===== src/hcsu_pkg.sv =====
// constants, types and command codes for the host command and status unit
package hcsu_pkg;
    // command codes
    localparam logic [7:0] CMD_IDENT    = 8'h80;
    localparam logic [7:0] CMD_CFG_WR   = 8'h81;
    localparam logic [7:0] CMD_INT_RD   = 8'h82;
    localparam logic [7:0] CMD_SOFT_RST = 8'h83;
    localparam logic [7:0] CMD_PULL_WR  = 8'h84;
    localparam logic [7:0] CMD_DIR_WR   = 8'h85;
    localparam logic [7:0] CMD_LVL_WR   = 8'h86;
    localparam logic [7:0] CMD_DIR_RD   = 8'h87;
    localparam logic [7:0] CMD_PIN_RD   = 8'h88;
    localparam logic [7:0] CMD_ERR_RD   = 8'h8c;
    localparam logic [7:0] CMD_FIRST    = 8'h80;
    localparam logic [7:0] CMD_LAST     = 8'h97;
    localparam logic [7:0] CMD_HOLE     = 8'h8d;
    localparam logic [7:0] RST_KEY      = 8'haa;
    // configuration register
    localparam logic [7:0] CFG_RESET    = 8'h80;
    localparam int         CFG_PUSHPULL = 7;
    // slave address base, strap value is added
    localparam logic [6:0] ADDR_BASE    = 7'h42;
    localparam logic [2:0] STRAP_WAIT   = 3'h5;
    // interrupt cause bit positions
    localparam int INT_KEY   = 0;
    localparam int INT_ENC   = 1;
    localparam int INT_ERR   = 3;
    localparam int INT_SETUP = 4;
    localparam int INT_SCR0  = 5;
    // error cause bit positions
    localparam int ERR_ARG   = 0;
    localparam int ERR_OPC   = 1;
    localparam int ERR_KEYS  = 2;
    localparam int ERR_QUEUE = 6;
    // data byte positions within a command
    localparam logic [1:0] IDX_CMD  = 2'h0;
    localparam logic [1:0] IDX_HI   = 2'h1;
    localparam logic [1:0] IDX_LO   = 2'h2;
    localparam logic [1:0] IDX_MAX  = 2'h3;
    localparam logic [2:0] BIT_LAST = 3'h7;

    // event strobes from the rest of the device, one cycle each
    typedef struct packed {
        logic [2:0] script_done;
        logic       encoder_change;
        logic       key_event;
        logic       queue_overflow;
        logic       too_many_keys;
    } hcsu_evt_s;

    typedef enum logic [6:0] {
        ST_IDLE  = 7'h01,
        ST_ADDR  = 7'h02,
        ST_AACK  = 7'h04,
        ST_WBYTE = 7'h08,
        ST_WACK  = 7'h10,
        ST_RBYTE = 7'h20,
        ST_RACK  = 7'h40
    } hcsu_state_e;
endpackage


===== src/hcsu_core.sv =====
// host command and status unit: serial slave, command decoder, status bytes
`timescale 1ns/1ps
module hcsu_core #(
    parameter int         GPIO_W   = 16,
    parameter logic [7:0] MAKER_ID = 8'h5a,  // arbitrary value
    parameter logic [7:0] REVISION = 8'h01   // arbitrary value
) (
    input  wire logic               sys_clk,
    input  wire logic               rst_n,
    input  wire logic               scl_i,
    output logic                    scl_o,
    output logic                    scl_oe,
    input  wire logic               sda_i,
    output logic                    sda_o,
    output logic                    sda_oe,
    input  wire logic [1:0]         addr_strap,
    input  wire hcsu_pkg::hcsu_evt_s evt,
    input  wire logic               core_busy,
    input  wire logic               halt_enter,
    output logic                    core_halted,
    input  wire logic [GPIO_W-1:0]  gpio_i,
    output logic [GPIO_W-1:0]       gpio_o,
    output logic [GPIO_W-1:0]       gpio_oe,
    output logic [GPIO_W-1:0]       gpio_pull_en,
    output logic [GPIO_W-1:0]       gpio_pull_down,
    output logic                    irq_o,
    output logic                    irq_oe,
    output logic [7:0]              cfg,
    output logic                    sw_reset
);
    import hcsu_pkg::*;

    localparam int SW = GPIO_W + 4;

    generate
        if (GPIO_W < 1 || GPIO_W > 16) begin : g_bad_width
            $error("GPIO_W must lie between 1 and 16");
        end
    endgenerate

    logic [SW-1:0]     s1_q, s2_q, s3_q, filt_q;
    logic              scl_f, sda_f, scl_p_q, sda_p_q;
    logic [GPIO_W-1:0] pins_f;
    logic [1:0]        strap_f;
    logic [2:0]        strap_cnt_q;
    logic [6:0]        my_addr_q;
    hcsu_state_e       state_q;
    logic [2:0]        bit_q;
    logic [7:0]        shift_q;
    logic [1:0]        byte_q;
    logic              rw_q, ph_q;
    logic [7:0]        cmd_q, hi_q;
    logic              halted_q, wake_q;
    logic [7:0]        int_q, err_q, int_d, err_d, int_set, err_set, cause;
    logic              setup_q, setup_d;
    logic              scl_rise, scl_fall, start_c, stop_c, activity;
    logic              rx_done, ld, addr_done, addr_hit;
    logic [7:0]        rx_byte, tx_c;
    logic [15:0]       dir16, pin16;
    logic              known, opc_bad, arg_bad, soft_go, cfg_wr, soft_q;

    // pins: three stages, a change counts once stages two and three agree
    always_ff @(posedge sys_clk) begin
        if (!rst_n) begin
            s1_q   <= '1;
            s2_q   <= '1;
            s3_q   <= '1;
            filt_q <= '1;
        end else begin
            s1_q   <= {addr_strap, gpio_i, sda_i, scl_i};
            s2_q   <= s1_q;
            s3_q   <= s2_q;
            filt_q <= (s2_q & s3_q) | (filt_q & (s2_q | s3_q));
        end
    end

    assign scl_f   = filt_q[0];
    assign sda_f   = filt_q[1];
    assign pins_f  = filt_q[GPIO_W+1:2];
    assign strap_f = filt_q[SW-1:SW-2];

    // straps are caught once the synchroniser has settled after release
    always_ff @(posedge sys_clk) begin
        if (!rst_n) begin
            strap_cnt_q <= '0;
            my_addr_q   <= ADDR_BASE;
        end else if (strap_cnt_q != STRAP_WAIT) begin
            strap_cnt_q <= strap_cnt_q + 3'h1;
            my_addr_q   <= ADDR_BASE + {5'h00, strap_f};
        end
    end

    // bus edges and start/stop conditions on the filtered levels
    always_ff @(posedge sys_clk) begin
        if (!rst_n) begin
            scl_p_q <= 1'b1;
            sda_p_q <= 1'b1;
        end else begin
            scl_p_q <= scl_f;
            sda_p_q <= sda_f;
        end
    end

    assign scl_rise  = scl_f & ~scl_p_q;
    assign scl_fall  = ~scl_f & scl_p_q;
    assign start_c   = scl_f & scl_p_q & sda_p_q & ~sda_f;
    assign stop_c    = scl_f & scl_p_q & ~sda_p_q & sda_f;
    assign activity  = start_c | scl_fall | (sda_f ^ sda_p_q);
    assign rx_byte   = {shift_q[6:0], sda_f};
    assign addr_done = (state_q == ST_ADDR) & scl_rise & (bit_q == BIT_LAST);
    // a start byte carries address zero and never matches
    assign addr_hit  = (rx_byte[7:1] == my_addr_q) & ~wake_q;
    assign rx_done   = (state_q == ST_WBYTE) & scl_rise & (bit_q == BIT_LAST);
    assign ld = scl_fall & ph_q & (((state_q == ST_AACK) & rw_q) | (state_q == ST_RACK));

    // command decode on the first written byte, key and config checks on the second
    assign known   = (rx_byte >= CMD_FIRST) & (rx_byte <= CMD_LAST) & (rx_byte != CMD_HOLE);
    assign opc_bad = rx_done & (byte_q == IDX_CMD) & ~known;
    assign soft_go = rx_done & (byte_q == IDX_HI) & (cmd_q == CMD_SOFT_RST)
                     & (rx_byte == RST_KEY);
    assign arg_bad = rx_done & (byte_q == IDX_HI) & (cmd_q == CMD_SOFT_RST)
                     & (rx_byte != RST_KEY);
    assign cfg_wr  = rx_done & (byte_q == IDX_HI) & (cmd_q == CMD_CFG_WR);

    // halt and wake: the first address after waking is left unacked
    always_ff @(posedge sys_clk) begin
        if (!rst_n) begin
            halted_q <= 1'b0;
            wake_q   <= 1'b0;
        end else if (halted_q && activity) begin
            halted_q <= 1'b0;
            wake_q   <= 1'b1;
        end else if (halt_enter && state_q == ST_IDLE) begin
            halted_q <= 1'b1;
        end else if (addr_done) begin
            wake_q   <= 1'b0;
        end
    end

    // clock stretch: hold the clock low after a falling edge while busy
    always_ff @(posedge sys_clk) begin
        if (!rst_n) begin
            scl_oe <= 1'b0;
        end else if (scl_fall && core_busy) begin
            scl_oe <= 1'b1;
        end else if (!core_busy) begin
            scl_oe <= 1'b0;
        end
    end

    // open-drain pins only ever pull low
    always_ff @(posedge sys_clk) begin
        scl_o       <= 1'b0;
        sda_o       <= 1'b0;
        core_halted <= halted_q;
    end

    // serial slave: bit shifting, acknowledge and transmit
    always_ff @(posedge sys_clk) begin
        if (!rst_n || soft_q) begin
            state_q <= ST_IDLE;
            bit_q   <= '0;
            shift_q <= '0;
            byte_q  <= '0;
            rw_q    <= 1'b0;
            ph_q    <= 1'b0;
            sda_oe  <= 1'b0;
        end else if (stop_c) begin
            state_q <= ST_IDLE;
            sda_oe  <= 1'b0;
        end else if (start_c) begin
            state_q <= ST_ADDR;
            bit_q   <= '0;
            byte_q  <= IDX_CMD;
            ph_q    <= 1'b0;
            sda_oe  <= 1'b0;
        end else begin
            unique case (state_q)
                ST_IDLE: begin
                    sda_oe <= 1'b0;
                end
                ST_ADDR: begin
                    if (scl_rise) begin
                        shift_q <= rx_byte;
                        bit_q   <= bit_q + 3'h1;
                        if (bit_q == BIT_LAST) begin
                            rw_q    <= sda_f;
                            state_q <= addr_hit ? ST_AACK : ST_IDLE;
                        end
                    end
                end
                ST_AACK, ST_WACK: begin
                    if (scl_fall && !ph_q) begin
                        sda_oe <= 1'b1;
                        ph_q   <= 1'b1;
                    end else if (scl_fall) begin
                        ph_q  <= 1'b0;
                        bit_q <= '0;
                        if (state_q == ST_AACK && rw_q) begin
                            shift_q <= tx_c;
                            sda_oe  <= ~tx_c[7];
                            state_q <= ST_RBYTE;
                        end else begin
                            sda_oe  <= 1'b0;
                            state_q <= ST_WBYTE;
                        end
                    end
                end
                ST_WBYTE: begin
                    if (scl_rise) begin
                        shift_q <= rx_byte;
                        bit_q   <= bit_q + 3'h1;
                        if (bit_q == BIT_LAST) begin
                            state_q <= ST_WACK;
                            if (byte_q != IDX_MAX) byte_q <= byte_q + 2'h1;
                        end
                    end
                end
                ST_RBYTE: begin
                    if (scl_fall && bit_q == BIT_LAST) begin
                        sda_oe  <= 1'b0;
                        state_q <= ST_RACK;
                    end else if (scl_fall) begin
                        bit_q   <= bit_q + 3'h1;
                        shift_q <= {shift_q[6:0], 1'b0};
                        sda_oe  <= ~shift_q[6];
                    end
                end
                ST_RACK: begin
                    // a nack from the host ends the read
                    if (scl_rise && sda_f) begin
                        state_q <= ST_IDLE;
                    end else if (scl_rise) begin
                        ph_q <= 1'b1;
                    end else if (scl_fall && ph_q) begin
                        ph_q    <= 1'b0;
                        bit_q   <= '0;
                        shift_q <= tx_c;
                        sda_oe  <= ~tx_c[7];
                        state_q <= ST_RBYTE;
                    end
                end
                default: begin
                    state_q <= ST_IDLE;
                    sda_oe  <= 1'b0;
                end
            endcase
            if (ld && byte_q != IDX_MAX) byte_q <= byte_q + 2'h1;
        end
    end

    // the command byte stays valid across a repeated start
    always_ff @(posedge sys_clk) begin
        if (!rst_n) begin
            cmd_q <= '0;
        end else if (rx_done && byte_q == IDX_CMD) begin
            cmd_q <= known ? rx_byte : 8'h00;
        end
    end

    // read data: two-byte words go high byte first
    always_comb begin
        dir16 = '0;
        pin16 = '0;
        dir16[GPIO_W-1:0] = gpio_oe;
        pin16[GPIO_W-1:0] = pins_f;
    end

    always_comb begin
        case (cmd_q)
            CMD_IDENT:  tx_c = (byte_q == IDX_CMD) ? MAKER_ID : REVISION;
            CMD_INT_RD: tx_c = cause;
            CMD_ERR_RD: tx_c = err_q;
            CMD_DIR_RD: tx_c = (byte_q == IDX_CMD) ? dir16[15:8] : dir16[7:0];
            CMD_PIN_RD: tx_c = (byte_q == IDX_CMD) ? pin16[15:8] : pin16[7:0];
            default:    tx_c = 8'h00;
        endcase
    end

    // event collection: a set in the clearing cycle wins
    always_comb begin
        err_set            = '0;
        err_set[ERR_ARG]   = arg_bad;
        err_set[ERR_OPC]   = opc_bad;
        err_set[ERR_KEYS]  = evt.too_many_keys;
        err_set[ERR_QUEUE] = evt.queue_overflow;
        int_set                   = '0;
        int_set[INT_SCR0 +: 3]    = evt.script_done;
        int_set[INT_ERR]          = |err_set;
        int_set[INT_ENC]          = evt.encoder_change;
        int_set[INT_KEY]          = evt.key_event;
        int_d = (ld && cmd_q == CMD_INT_RD && byte_q == IDX_CMD) ? int_set
                : (int_q | int_set);
        err_d = (ld && cmd_q == CMD_ERR_RD && byte_q == IDX_CMD) ? err_set
                : (err_q | err_set);
        // setup flag ignores status reads, only a config write clears it
        setup_d = soft_go | (setup_q & ~cfg_wr);
    end

    // bit 2 and bit 4 never enter the sticky byte
    assign cause = int_q | ({7'h00, setup_q} << INT_SETUP);

    always_ff @(posedge sys_clk) begin
        if (!rst_n) begin
            int_q   <= '0;
            err_q   <= '0;
            setup_q <= 1'b1;
        end else begin
            int_q   <= int_d;
            err_q   <= err_d;
            setup_q <= setup_d;
        end
    end

    // request pin: low while any cause is pending; drive mode from config
    always_ff @(posedge sys_clk) begin
        if (!rst_n) begin
            irq_o  <= 1'b0;
            irq_oe <= 1'b1;
        end else begin
            irq_o  <= ~(|int_d | setup_d);
            irq_oe <= (|int_d | setup_d) | cfg[CFG_PUSHPULL];
        end
    end

    // soft reset pulse, also sent to the rest of the device
    always_ff @(posedge sys_clk) begin
        if (!rst_n) begin
            soft_q   <= 1'b0;
            sw_reset <= 1'b0;
        end else begin
            soft_q   <= soft_go;
            sw_reset <= soft_go;
        end
    end

    // configuration register, reloaded by soft reset
    always_ff @(posedge sys_clk) begin
        if (!rst_n || soft_q) begin
            cfg <= CFG_RESET;
        end else if (cfg_wr) begin
            cfg <= rx_byte;
        end
    end

    // pin setup: the high byte waits in hi_q until the low byte lands
    always_ff @(posedge sys_clk) begin
        if (!rst_n || soft_q) begin
            hi_q           <= '0;
            gpio_o         <= '0;
            gpio_oe        <= '0;
            gpio_pull_down <= '0;
            gpio_pull_en   <= '0;
        end else begin
            gpio_pull_en <= ~gpio_oe & gpio_o;
            if (rx_done && byte_q == IDX_HI) begin
                hi_q <= rx_byte;
            end
            if (rx_done && byte_q == IDX_LO) begin
                unique case (cmd_q)
                    CMD_PULL_WR: gpio_pull_down <= GPIO_W'({hi_q, rx_byte});
                    CMD_DIR_WR:  gpio_oe        <= GPIO_W'({hi_q, rx_byte});
                    CMD_LVL_WR:  gpio_o         <= GPIO_W'({hi_q, rx_byte});
                    default:     hi_q           <= hi_q;
                endcase
            end
        end
    end
endmodule


===== config.mk =====
export PLATFORM = sky130hd
export DESIGN_NAME = hcsu_core
export DESIGN_NICKNAME = d
export VERILOG_FILES = /design/src/hcsu_pkg.sv /design/src/hcsu_core.sv
export SDC_FILE = /design/constraint.sdc
export NUM_CORES = 1
export LEC_CHECK = 0
export BUFFER_PORTS_ARGS = -buffer_cell sky130_fd_sc_hd__buf_2
export CAP_MARGIN = 20
export CORE_MARGIN = 1.5
export CORE_UTILIZATION = 30
export DETAILED_ROUTE_END_ITERATION = 8
export GPL_ROUTABILITY_DRIVEN = 0
export PLACE_DENSITY = 0.51
export SYNTH_ARGS = -nofsm -noshare
export SYNTH_HDL_FRONTEND = slang
export SYNTH_SLANG_ARGS = --single-unit
export TNS_END_PERCENT = 30

===== constraint.sdc =====
create_clock -name sys_clk -period 7.1 [get_ports sys_clk]
set_input_delay 0.355 -clock sys_clk [delete_from_list [all_inputs] [get_ports sys_clk]]
set_output_delay 0.355 -clock sys_clk [all_outputs]
set_load 0.05 [all_outputs]

**Yosys cells after proc, flatten, opt, wreduce, memory -nomap -nowiden**

Index checks and enable logic that the tools add are counted.

- Bits in latches: 0
- Word-level logic and storage cells: 281
- Bits in writable memories: 0
- Register bits: 226
- Input port bits: 31
- Memories kept: 0
- Memory bits (read-only): 0
- Output and inout port bits: 80

- $mul: 0
- Reduce and logical (&&, ||, !) cells: 49
- Shift-type cells: 0
- Add/sub/neg operators: 4
- Equality and inequality tests: 65
- Mux-type cells: 71
- Magnitude comparators: 2
- Div/mod/pow operators: 0
- Bitwise gates (word level): 56

Operator list:

| kind | count |
|---|---|
| 7-bit two-way mux | 21 |
| 8-bit == test, second input constant | 11 |
| 8-bit two-way mux | 7 |
| 7-bit case mux with 6 select lines | 1 |
| 20-bit AND | 2 |
| 20-bit bitwise OR | 2 |
| 8-bit case mux with 5 select lines | 1 |
| 3-bit inequality test, second input constant | 12 |
| 3-bit two-way mux | 10 |
| 10-bit AND reduction | 3 |
| 2-bit inequality test, second input constant | 14 |
| 7-bit case mux with 4 select lines | 1 |
| 1-bit AND | 25 |
| 1-bit two-way mux | 19 |
| 16-bit AND | 1 |
| 1-bit logical AND | 16 |
| 8-bit inequality test, second input constant | 2 |
| 16-bit inverter | 1 |
| 1-bit inverter | 15 |
| 5-bit AND reduction | 3 |
| 3-bit nonzero test | 5 |
| 2-bit two-way mux | 7 |
| 3-bit by 2-bit inequality test with 1-bit output, second input constant | 4 |
| 3-bit case mux with 4 select lines | 1 |
| other kinds (42) | 63 |

**Logic depth before layout (Yosys ltp)**

Gate-level depths: netlist (run 1).

- Depth after elaboration: 13
- Depth in mapped cells: 10
- Gate-level depth less buffers: 8

**Least setup slack after synthesis (run 1)**

Ideal clock, no wire load.

- Path type: flip-flop to flip-flop
- From: reg state_q[5]
- To: reg irq_oe
- Data arrival time: 2.593 ns
- Library setup time: 0.127 ns
- Path buffers: 3
- Period minus slack after synthesis: 2.720 ns
- Stages on the path, launching flop included: 10
- Path slack: 4.380 ns
- Cells stage by stage: dfxtp_1 -> buf_6 -> or4_4 -> buf_6 -> or3_4 -> or4b_4 -> buf_6 -> a21oi_2 -> nand4_1 -> or3_1

- Longest elaborated chain between the ends: 12
- Elaborated cells on any way between the ends: 26
- Those cells by class: eq/ne (3); mux (1); bitwise (18); reduce/logical (4)

Ends and longest elaborated chain:

| item | line | source |
|---|---|---|
| from (decl) | hcsu_core.sv:47 | `hcsu_state_e state_q;` |
| from (signal assigned) | hcsu_core.sv:188 | `state_q <= addr_hit ? ST_AACK : ST_IDLE;` |
| 7-bit by 4-bit == test with 1-bit output | hcsu_core.sv:113 | `assign rx_done = (state_q == ST_WBYTE) & scl_rise & (bit_q == BIT_LAST);` |
| 1-bit AND (2 in a row) | hcsu_core.sv:113 |  |
| 1-bit AND | hcsu_core.sv:119, hcsu_core.sv:121, hcsu_core.sv:123 |  |
| 1-bit AND | hcsu_core.sv:119, hcsu_core.sv:121 |  |
| 1-bit AND | hcsu_core.sv:122 | `& (rx_byte != RST_KEY);` |
| 4-bit OR reduction | hcsu_core.sv:289 | `int_set[INT_ERR] = \|err_set;` |
| 8-bit bitwise OR | hcsu_core.sv:293 | `: (int_q \| int_set);` |
| 8-bit two-way mux | hcsu_core.sv:292 | `int_d = (ld && cmd_q == CMD_INT_RD && byte_q == IDX_CMD) ? int_set` |
| 8-bit OR reduction | hcsu_core.sv:322 | `irq_oe <= (\|int_d \| setup_d) \| cfg[CFG_PUSHPULL];` |
| 1-bit bitwise OR * (2 in a row) | hcsu_core.sv:322 |  |
| to (signal assigned) | hcsu_core.sv:322 |  |
| to (decl) | hcsu_core.sv:27 | `output logic irq_oe,` |

Mark *: on every way between the ends. The rest lies on a longest branch, timed or not.
A chain may end at the register's enable or synchronous reset.

**Worst setup path after layout (run 1)**

- From: reg bit_q[0]
- To: reg gpio_oe[12]

- Longest elaborated chain between the ends: 4

Ends and longest elaborated chain:

| item | line | source |
|---|---|---|
| from (decl) | hcsu_core.sv:48 | `logic [2:0] bit_q;` |
| from (signal assigned) | hcsu_core.sv:185 | `bit_q <= bit_q + 3'h1;` |
| from (signal assigned) | hcsu_core.sv:212 | `bit_q <= bit_q + 3'h1;` |
| from (signal assigned) | hcsu_core.sv:224 | `bit_q <= bit_q + 3'h1;` |
| 3-bit == test | hcsu_core.sv:113 |  |
| 1-bit AND | hcsu_core.sv:113 |  |
| 1-bit logical AND | hcsu_core.sv:359 | `if (rx_done && byte_q == IDX_LO) begin` |
| 2-bit AND reduction (no line) | -- |  |
| to (signal assigned) | hcsu_core.sv:362 | `CMD_DIR_WR: gpio_oe <= GPIO_W'({hi_q, rx_byte});` |
| to (decl) | hcsu_core.sv:23 | `output logic [GPIO_W-1:0] gpio_oe,` |

No other way between the ends.

==> impl_metrics.json, run 1 <==
{
  "synthAdderAreaFrac": 0.0119,
  "synth-compound-area-share": 0.144,
  "p_comb_frac": 0.024,
  "synth_top_family_by_area": "simple AND/OR/NAND/NOR gates",
  "rsz0062_at_grt": "false",
  "internal_power_uw": 2020,
  "setup_viol": 0,
  "pre_cts_ws_ns": 4.07,
  "arrival_ns": 3.45,
  "rr_startpoint": "bit_q[0]",
  "async_reset_ff_frac": 0,
  "yosys.area_share.simple": 0.247,
  "fp.dieH_um": 170,
  "maxCapViolCount": 0,
  "final_max_slew_viol_count": 0,
  "cts_tree": "built",
  "layout_setup_ws_ns": 4.08,
  "area_delta_synth_final_pct": 19.6,
  "crit_start": "bit_q[0]",
  "via_per_inst": 4.84,
  "insertedDiodeCount": 0,
  "synth.largest_area_cell": "dfxtp_1",
  "hold_path_class": "in -> reg",
  "hold_violations": 0,
  "grt_remaining_overflow": 0,
  "die_area_mm2": 0.0289,
  "synthXorXnorAreaFrac": 0.00732,
  "fin_tns_setup_ns": 0,
  "nNetsFinal": 1074,
  "cts_sinks": 218,
  "ir_worst_vdd_mv": 0.171,
  "ys_seq_area_frac": 0.521,
  "layout_commonest_cell": "dfxtp_1",
  "layout-drive-gt1-share": 0.159,
  "post_drt_wl_per_cell_um": 15.5,
  "insertion_delay_ns": 0.51,
  "grt_pass1_wl_mm": 34.9,
  "num_vias": 6884,
  "switching_share": 0.209,
  "cp-end-kind": "flip-flop",
  "ios": 111,
  "cts-root-buf": "clkbuf_16",
  "outcome": "complete, no violations",
  "cp-start-kind": "flip-flop",
  "ctsResizeCount": 0,
  "crit_type": "reg -> reg",
  "synth_top_area_share": 0.521,
  "synthFlopType": "dfxtp_1",
  "synthDistinctLibCells": 58,
  "nFillCells": 2834,
  "synthesis.area_mm2": 0.00838,
  "multi_input_area_mm2": 0.00374,
  "final_antenna_net_count": 0,
  "ys_ff_latch": 218,
  "leakage_uw": 0.00391,
  "antenna_found_initial": 0,
  "finalCritPeriodShare": 0.425,
  "finalWirelength_mm": 22.0,
  "drt-pass1-iter-count": 8,
  "fp-row-count": 60,
  "power.density_mw_per_mm2": 255,
  "register_area_mm2": 0.00436,
  "clockBufferDepth": 3,
  "drt-initial-drc-count": 472,
  "pwr-share-clk": 0.484,
  "synth_edf_count": 0,
  "io_buffers": 108,
  "worst_ep_required_time_ns": 7.53,
  "switchingPower_uw": 534,
  "h-tree-depth": 1,
  "die-width_um": 170,
  "drc": 0,
  "synthMuxAreaShare": 0.0349,
  "start_util": 0.308,
  "core-area_mm2": 0.0272,
  "min_from": "gpio_i[6]",
  "max_slew_margin": 0.300,
  "grt_pass1_vias": 6287,
  "grt_max_degree": 93,
  "fmax_ghz": 0.331,
  "seqPwrFrac": 0.492,
  "synthTopCellsByArea": "dfxtp_1, nand2_1, a21oi_1",
  "max_slew.worst_pin.slew_ns": 1.05,
  "final_core_util": 0.369,
  "grtUsageTotal": 0.150,
  "clkTransAtPathRegs_ns": 0.06,
  "fin_worst_skew_ns": 0.00826,
  "cts_made_buffers": 25,
  "layout_common_cells": "dfxtp_1, nand2_1, buf_2, a21oi_1, nor2_1",
  "yosysWarnings": 0,
  "avgSynthCellArea_um2": 8.85,
  "dp_hpwl_mm": 14.8,
  "finalCriticalPeriod_ns": 3.02,
  "syn_inst": 947,
  "cp_max_fo": 16
}
## cell families (layout without fill, tap and decap cells)
| logic type | after synthesis | after routing |
|---|---|---|
| and+or+nand+nor | 407 | 407 |
| xor gates and xnor gates | 7 | 7 |
| DFF | 218 | 218 |
| adders and majority gates | 8 | 8 |
| AOI/OAI and AO/OA | 211 | 211 |
| other | 1 | 2 |
| muxes | 29 | 29 |
| buffers and inverters | 66 | 167 |
## critical path: stages, from the launching register on
cell,delay (ns)
dfxtp_1,0.34
ha_1,0.16
ha_1,0.22
nand3b_1,0.21
nor3_2,0.48
nand4_1,0.31
nor3b_2,0.92
nand2_1,0.11
a21oi_1,0.18
## stage by stage
stage          cells  total power [µW]  hold WS [ns]  area [µm²]
6_report        1421              2550        0.0218       10000
5_1_grt         1421              2650       0.00355       10000
4_1_cts         1420              2590      0.000117       10000
3_5_place_dp    1374              1340         0.365        9170
3_3_place_gp    1374              1340         0.359        9170
2_1_floorplan    948              1320         0.351        8380
## path summary, 6_finish.rpt
kind | end | slack [ns] | cells past startpoint
min reg2reg | core_halted | 0.37 | 0
min | s1_q[8] | 0.02 | 2
max | gpio_oe[12] | 4.08 | 8
max reg2reg | gpio_oe[12] | 4.08 | 8
## synth_stat cells, types with 2 or more instances
cell type / n
xnor2_1: 7
a22oi_1: 7
nand4bb_1: 2
nor2b_1: 10
a211oi_1: 5
mux2i_1: 27
nor2_1: 79
nor3b_1: 18
dfxtp_1: 218
a21oi_2: 2
o221ai_1: 3
o21ai_0: 54
and3_1: 8
a221oi_1: 5
a31oi_1: 10
buf_4: 2
nand4_1: 4
o21bai_1: 2
nand2_1: 138
mux2_2: 2
nor3_1: 18
a21oi_1: 102
clkbuf_1: 50
nor3b_2: 2
or4b_2: 2
nor4_1: 2
nand3b_1: 3
nor4bb_1: 2
a32oi_1: 5
buf_2: 2
and3b_1: 2
ha_1: 8
nand2b_1: 70
or4_1: 2
buf_6: 3
a211o_1: 2
nand3_1: 21
nor4b_1: 5
or3b_2: 4
o22ai_1: 3
o211ai_1: 2
o31ai_1: 2
inv_1: 8
or3_1: 10
## power groups by stage
stage	logic, µW	registers, µW	clock network, µW
CTS	61.6	1260	1280
floorplan	40.8	1280	0
detailed placement	59.4	1280	0
global route	68.2	1260	1320
finish	60.7	1260	1240
global placement	59.2	1280	0
## repair_timing
action,in CTS,in global routing
hold buffers,5,0
setup endpoints to repair,0,0
buffers inserted,0,0
hold endpoints to repair,5,0
## registers in the layout, summed over array words and instances (netlist names), 4 cells and up
signal          cells
cmd_q               8
cfg                 8
s1_q               20
s2_q               20
shift_q             7
filt_q             20
err_q               4
state_q             7
gpio_o             16
gpio_pull_down     16
s3_q               20
gpio_oe            16
gpio_pull_en       16
int_q               8
hi_q                8
## routing by layer
layer  GRT usage  share of wire
met1       0.218           0.50
met2       0.221           0.41
met3      0.0272          0.057
met4      0.0531          0.031
met5           0              0
## layout make-up
type                    instances  area share
flip-flops and latches        218       0.436
multi-input cells             664       0.373
clock buffers                  37      0.0739
repair buffers                118      0.0631
well taps                     372      0.0464
clock inverters                 4     0.00487
inverters                       8     0.00300
No activity file was read; power rests on OpenSTA's default activity.
==> inputs of run 2 (changes only) <==
PLACE_DENSITY = 0.53   (was 0.51)
clock period = 2.62 ns   (was 7.1 ns; I/O delays follow)
==> impl_metrics.json, run 2 (synthesized netlist as in run 1, its figures left out) <==
{
  "grt_pass1_wl_mm": 35.5,
  "cts_made_buffers": 25,
  "final_antenna_net_count": 0,
  "die-width_um": 170,
  "nFillCells": 2785,
  "crit_type": "reg -> reg",
  "insertedDiodeCount": 0,
  "ir_worst_vdd_mv": 0.455,
  "die_area_mm2": 0.0289,
  "post_drt_wl_per_cell_um": 15.0,
  "worst_ep_required_time_ns": 3.04,
  "top_layer": "met4",
  "rsz0062_at_grt": "false",
  "layout_common_cells": "dfxtp_1, nand2_1, buf_2, a21oi_1, nor2_1",
  "dp_hpwl_mm": 15.4,
  "ios": 111,
  "cts_tree": "built",
  "setup_viol": 0,
  "layout-drive-gt1-share": 0.194,
  "place_inst": 1417,
  "stdcell_count": 1492,
  "drc": 0,
  "leakage_uw": 0.00423,
  "grtUsageTotal": 0.154,
  "fp.dieH_um": 170,
  "clockBufferDepth": 3,
  "cts_sinks": 218,
  "fin_tns_setup_ns": 0,
  "hold_violations": 0,
  "hold_path_class": "in -> reg",
  "core-area_mm2": 0.0272,
  "register_area_mm2": 0.00437,
  "antenna_found_initial": 0,
  "hold_path_depth": 3,
  "num_vias": 7164,
  "io_buffers": 108,
  "nNetsFinal": 1142,
  "grt_remaining_overflow": 0,
  "rr_startpoint": "bit_q[0]",
  "dr_wl_met2_mm": 9.21,
  "h-tree-depth": 1,
  "cp_slowest_stage_delay_ns": 0.51,
  "outcome": "complete, no violations",
  "r2r_cells": 8,
  "cp-end-kind": "flip-flop",
  "holdPathEnd": "s1_q[3]",
  "fin_worst_skew_ns": 0.0234,
  "wl_met1_mm": 11.4,
  "cp-start-kind": "flip-flop",
  "start_util": 0.308,
  "reg2reg_slack_ns": 0.1,
  "layout_commonest_cell": "dfxtp_1",
  "crit_slowest_cell": "or4b_4",
  "clkTransAtPathRegs_ns": 0.06,
  "fmax_ghz": 0.397,
  "reg2reg_to": "irq_oe",
  "finalCritPeriodShare": 0.962,
  "via_per_inst": 4.80,
  "max_slew.worst_pin.slew_ns": 0.960,
  "maxCapViolCount": 0,
  "finalWirelength_mm": 22.4,
  "area_delta_synth_final_pct": 27.0,
  "grt_max_degree": 88,
  "multi_input_area_mm2": 0.00376,
  "max_slew_margin": 0.360,
  "insertion_delay_ns": 0.53,
  "fp-row-count": 60,
  "worstPathCellList": "ha_1, ha_2, nand3b_1, or3_4, or4b_4, a21oi_2, nand4_1, or3_1",
  "arrival_ns": 2.94,
  "grt_pass1_vias": 6547,
  "power.density_mw_per_mm2": 659,
  "drt-pass1-iter-count": 5,
  "min_from": "gpio_i[1]",
  "drt-initial-drc-count": 484,
  "dr_wl_met3_mm": 1.23,
  "finalCriticalPeriod_ns": 2.52,
  "cp_max_fo": 3,
  "final_max_slew_viol_count": 0,
  "cts-root-buf": "clkbuf_16"
}
-- run 2: worst max path at each step --
stage | slack, ns | cells after the start | startpoint | to
2_1_floorplan | -0.03 | 8 | state_q[2] | irq_oe
5_1_grt | 0.02 | 8 | bit_q[0] | irq_oe
6_report | 0.1 | 8 | bit_q[0] | irq_oe
3_5_place_dp | 0.09 | 8 | bit_q[0] | irq_oe
4_1_cts | 0.06 | 8 | bit_q[0] | irq_oe
3_3_place_gp | 0.15 | 8 | bit_q[0] | irq_oe
-- run 2: cell type report --
type | instances | area share
well taps | 372 | 0.0437
multi-input cells | 664 | 0.353
clock buffers | 37 | 0.0687
clock inverters | 7 | 0.00811
flip-flops and latches | 218 | 0.410
repair buffers | 186 | 0.113
inverters | 8 | 0.00282
-- run 2: layer usage --
layer / global-route usage / vias to the layer above
met2: 0.229 / 223
met5: 0 / -
met1: 0.227 / 3317
met3: 0.0226 / 39
met4: 0.0454 / 0
li1: - / 3585
-- run 2: metrics by stage --
stage	hold WS [ns]	util	setup WS (ns)	power, µW	cell area (µm²)
floorplan	0.232	-	-0.0298	3580	8390
global placement	0.310	0.349	0.149	3640	9500
detailed placement	0.314	0.349	0.0867	3640	9500
CTS	0.283	0.391	0.0553	7110	10600
global route	0.313	0.392	0.0179	7270	10600
finish	0.313	0.392	0.0987	7010	10600
-- run 2: power by group --
part	switching (µW)	total [µW]	internal [µW]
sequential	30.5	3400	3370
clock	1370	3410	2040
combinational	104	195	90.6
-- run 2: critical path: cells and delay by family (launching register included) --
family          cells  cell delay (ns)
compound gates      1             0.16
fa+ha+maj           2             0.34
flops               1             0.33
simple gates        5             1.57
-- run 2: repair_timing --
item                                    in CTS  in global routing
setup buffers                                0                  1
hold buffers                                30                  0
hold endpoints to repair                    35                  0
endpoints found under the setup margin       0                 51
gates resized for setup                      0                  6
==> inputs of run 3 (changes only) <==
CORE_UTILIZATION = 52   (was 30)
PLACE_DENSITY = 0.8   (was 0.53)
RECOVER_POWER = 25   (was unset)
==> impl_metrics.json, run 3 (synthesized netlist as in run 1, its figures left out) <==
{
  "top_layer": "met4",
  "finalWirelength_mm": 21.2,
  "post_drt_wl_per_cell_um": 15.9,
  "fmax_ghz": 0.393,
  "maxCapViolCount": 1,
  "nFillCells": 1290,
  "failed_checks": "max-capacitance violations, max-slew violations",
  "grt_pass1_wl_mm": 33.4,
  "layout_commonest_cell": "dfxtp_1",
  "drt-initial-drc-count": 753,
  "core-area_mm2": 0.0158,
  "crit_type": "reg -> reg",
  "cp-end-kind": "flip-flop",
  "layout-drive-gt1-share": 0.145,
  "fin_tns_setup_ns": 0,
  "grt_pass1_vias": 6853,
  "leakage_uw": 0.00399,
  "finalCriticalPeriod_ns": 2.54,
  "grtUsageTotal": 0.246,
  "outcome": "finished, violations left",
  "max_slew_margin": -0.0493,
  "setup_viol": 0,
  "fin_worst_skew_ns": 0.00674,
  "nNetsFinal": 1137,
  "worst_ep_required_time_ns": 3.02,
  "finalCritPeriodShare": 0.971,
  "dr_wl_met3_mm": 1.51,
  "die_area_mm2": 0.0169,
  "clockBufferDepth": 3,
  "power.density_mw_per_mm2": 681,
  "via_per_inst": 5.57,
  "ios": 111,
  "drc": 0,
  "area_delta_synth_final_pct": 23.5,
  "max_slew.worst_pin.slew_ns": 1.57,
  "cts_made_buffers": 23,
  "antenna_found_initial": 0,
  "fp.dieH_um": 130,
  "cp_max_fo": 8,
  "insertion_delay_ns": 0.52,
  "ir_worst_vdd_mv": 0.581,
  "hold_violations": 0,
  "io_buffers": 108,
  "cts_tree": "built",
  "layout_common_cells": "dfxtp_1, nand2_1, a21oi_1, nor2_1, nand2b_1",
  "placed_cell_area_mm2": 0.00926,
  "dr_wl_met2_mm": 10.2,
  "grt_max_degree": 91,
  "wl_met1_mm": 8.74,
  "fp-row-count": 46,
  "grt_remaining_overflow": 0,
  "cp-start-kind": "flip-flop",
  "clkTransAtPathRegs_ns": 0.06,
  "start_util": 0.529,
  "die-width_um": 130,
  "hold_path_class": "in -> reg",
  "multi_input_area_mm2": 0.00376,
  "dp_hpwl_mm": 13.7,
  "final_max_slew_viol_count": 91,
  "register_area_mm2": 0.00437,
  "cts_sinks": 218,
  "cts-root-buf": "clkbuf_16",
  "reg2reg_slack_ns": 0.08,
  "insertedDiodeCount": 0,
  "h-tree-depth": 1,
  "stdcell_area_mm2": 0.0103,
  "num_vias": 7406,
  "drt-pass1-iter-count": 7,
  "arrival_ns": 2.95,
  "final_antenna_net_count": 0
}
[run 3: changes by cell type in the layout (fill, tap and decap cells not counted), moves of 2 or more]
cell and delta:
clkinv_2 +4, buf_2 -51, nor3_2 -2, buf_4 -4, bufinv_16 +3, clkbuf_1 +47
clkbuf_16 -2, clkbuf_8 -3
[run 3: worst paths after layout]
kind / startpoint / end / cells past startpoint
worst max-delay path: state_q[2] / irq_oe / 6
worst min-delay path: addr_strap[1] / s1_q[19] / 3
worst max register to register: state_q[2] / irq_oe / 6
worst min register to register: halted_q / core_halted / 0
[run 3: per-stage QoR]
step           utilization  setup slack (ns)  hold WS [ns]  cells  power (µW)
2_1_floorplan            -           -0.0298         0.232    948        3580
3_3_place_gp         0.585             0.130         0.311   1256        3630
3_5_place_dp         0.585             0.114         0.314   1256        3630
4_1_cts              0.656            0.0975         0.311   1327        7090
5_1_grt              0.654          -0.00681         0.327   1330        7250
6_report             0.654            0.0765         0.323   1330        7040
[run 3: area by class of cell]
type / instances / area share
Sequential cell: 218 / 0.422
Multi-Input combinational cell: 664 / 0.363
Timing Repair Buffer: 183 / 0.107
Clock buffer: 28 / 0.0603
Tap cell: 216 / 0.0261
Clock inverter: 13 / 0.0181
Inverter: 8 / 0.00290
[run 3: report_power, final]
part / switching [µW] / total, µW / internal (µW)
clock network: 1340 / 3450 / 2100
registers: 31.8 / 3400 / 3370
logic: 102 / 192 / 90.5
[run 3: worst max-delay path: stages (launching register included)]
cell and delay [ns]:
dfxtp_2 0.32, or4_4 0.59, or3_4 0.38, or4b_4 0.51, a21oi_2 0.15, nand4_1 0.12
or3_1 0.36
[run 3: repair_timing]
item,in CTS,in global routing
setup endpoints to repair,0,49
hold buffers,30,0
endpoints found under the hold margin,33,0
resized for setup,0,4
setup buffers,0,3
[run 3: per-layer routing]
layer	track usage	vias to the layer above
met3	0.0357	84
li1	-	3557
met2	0.423	373
met5	0	-
met1	0.315	3392
met4	0.0954	0
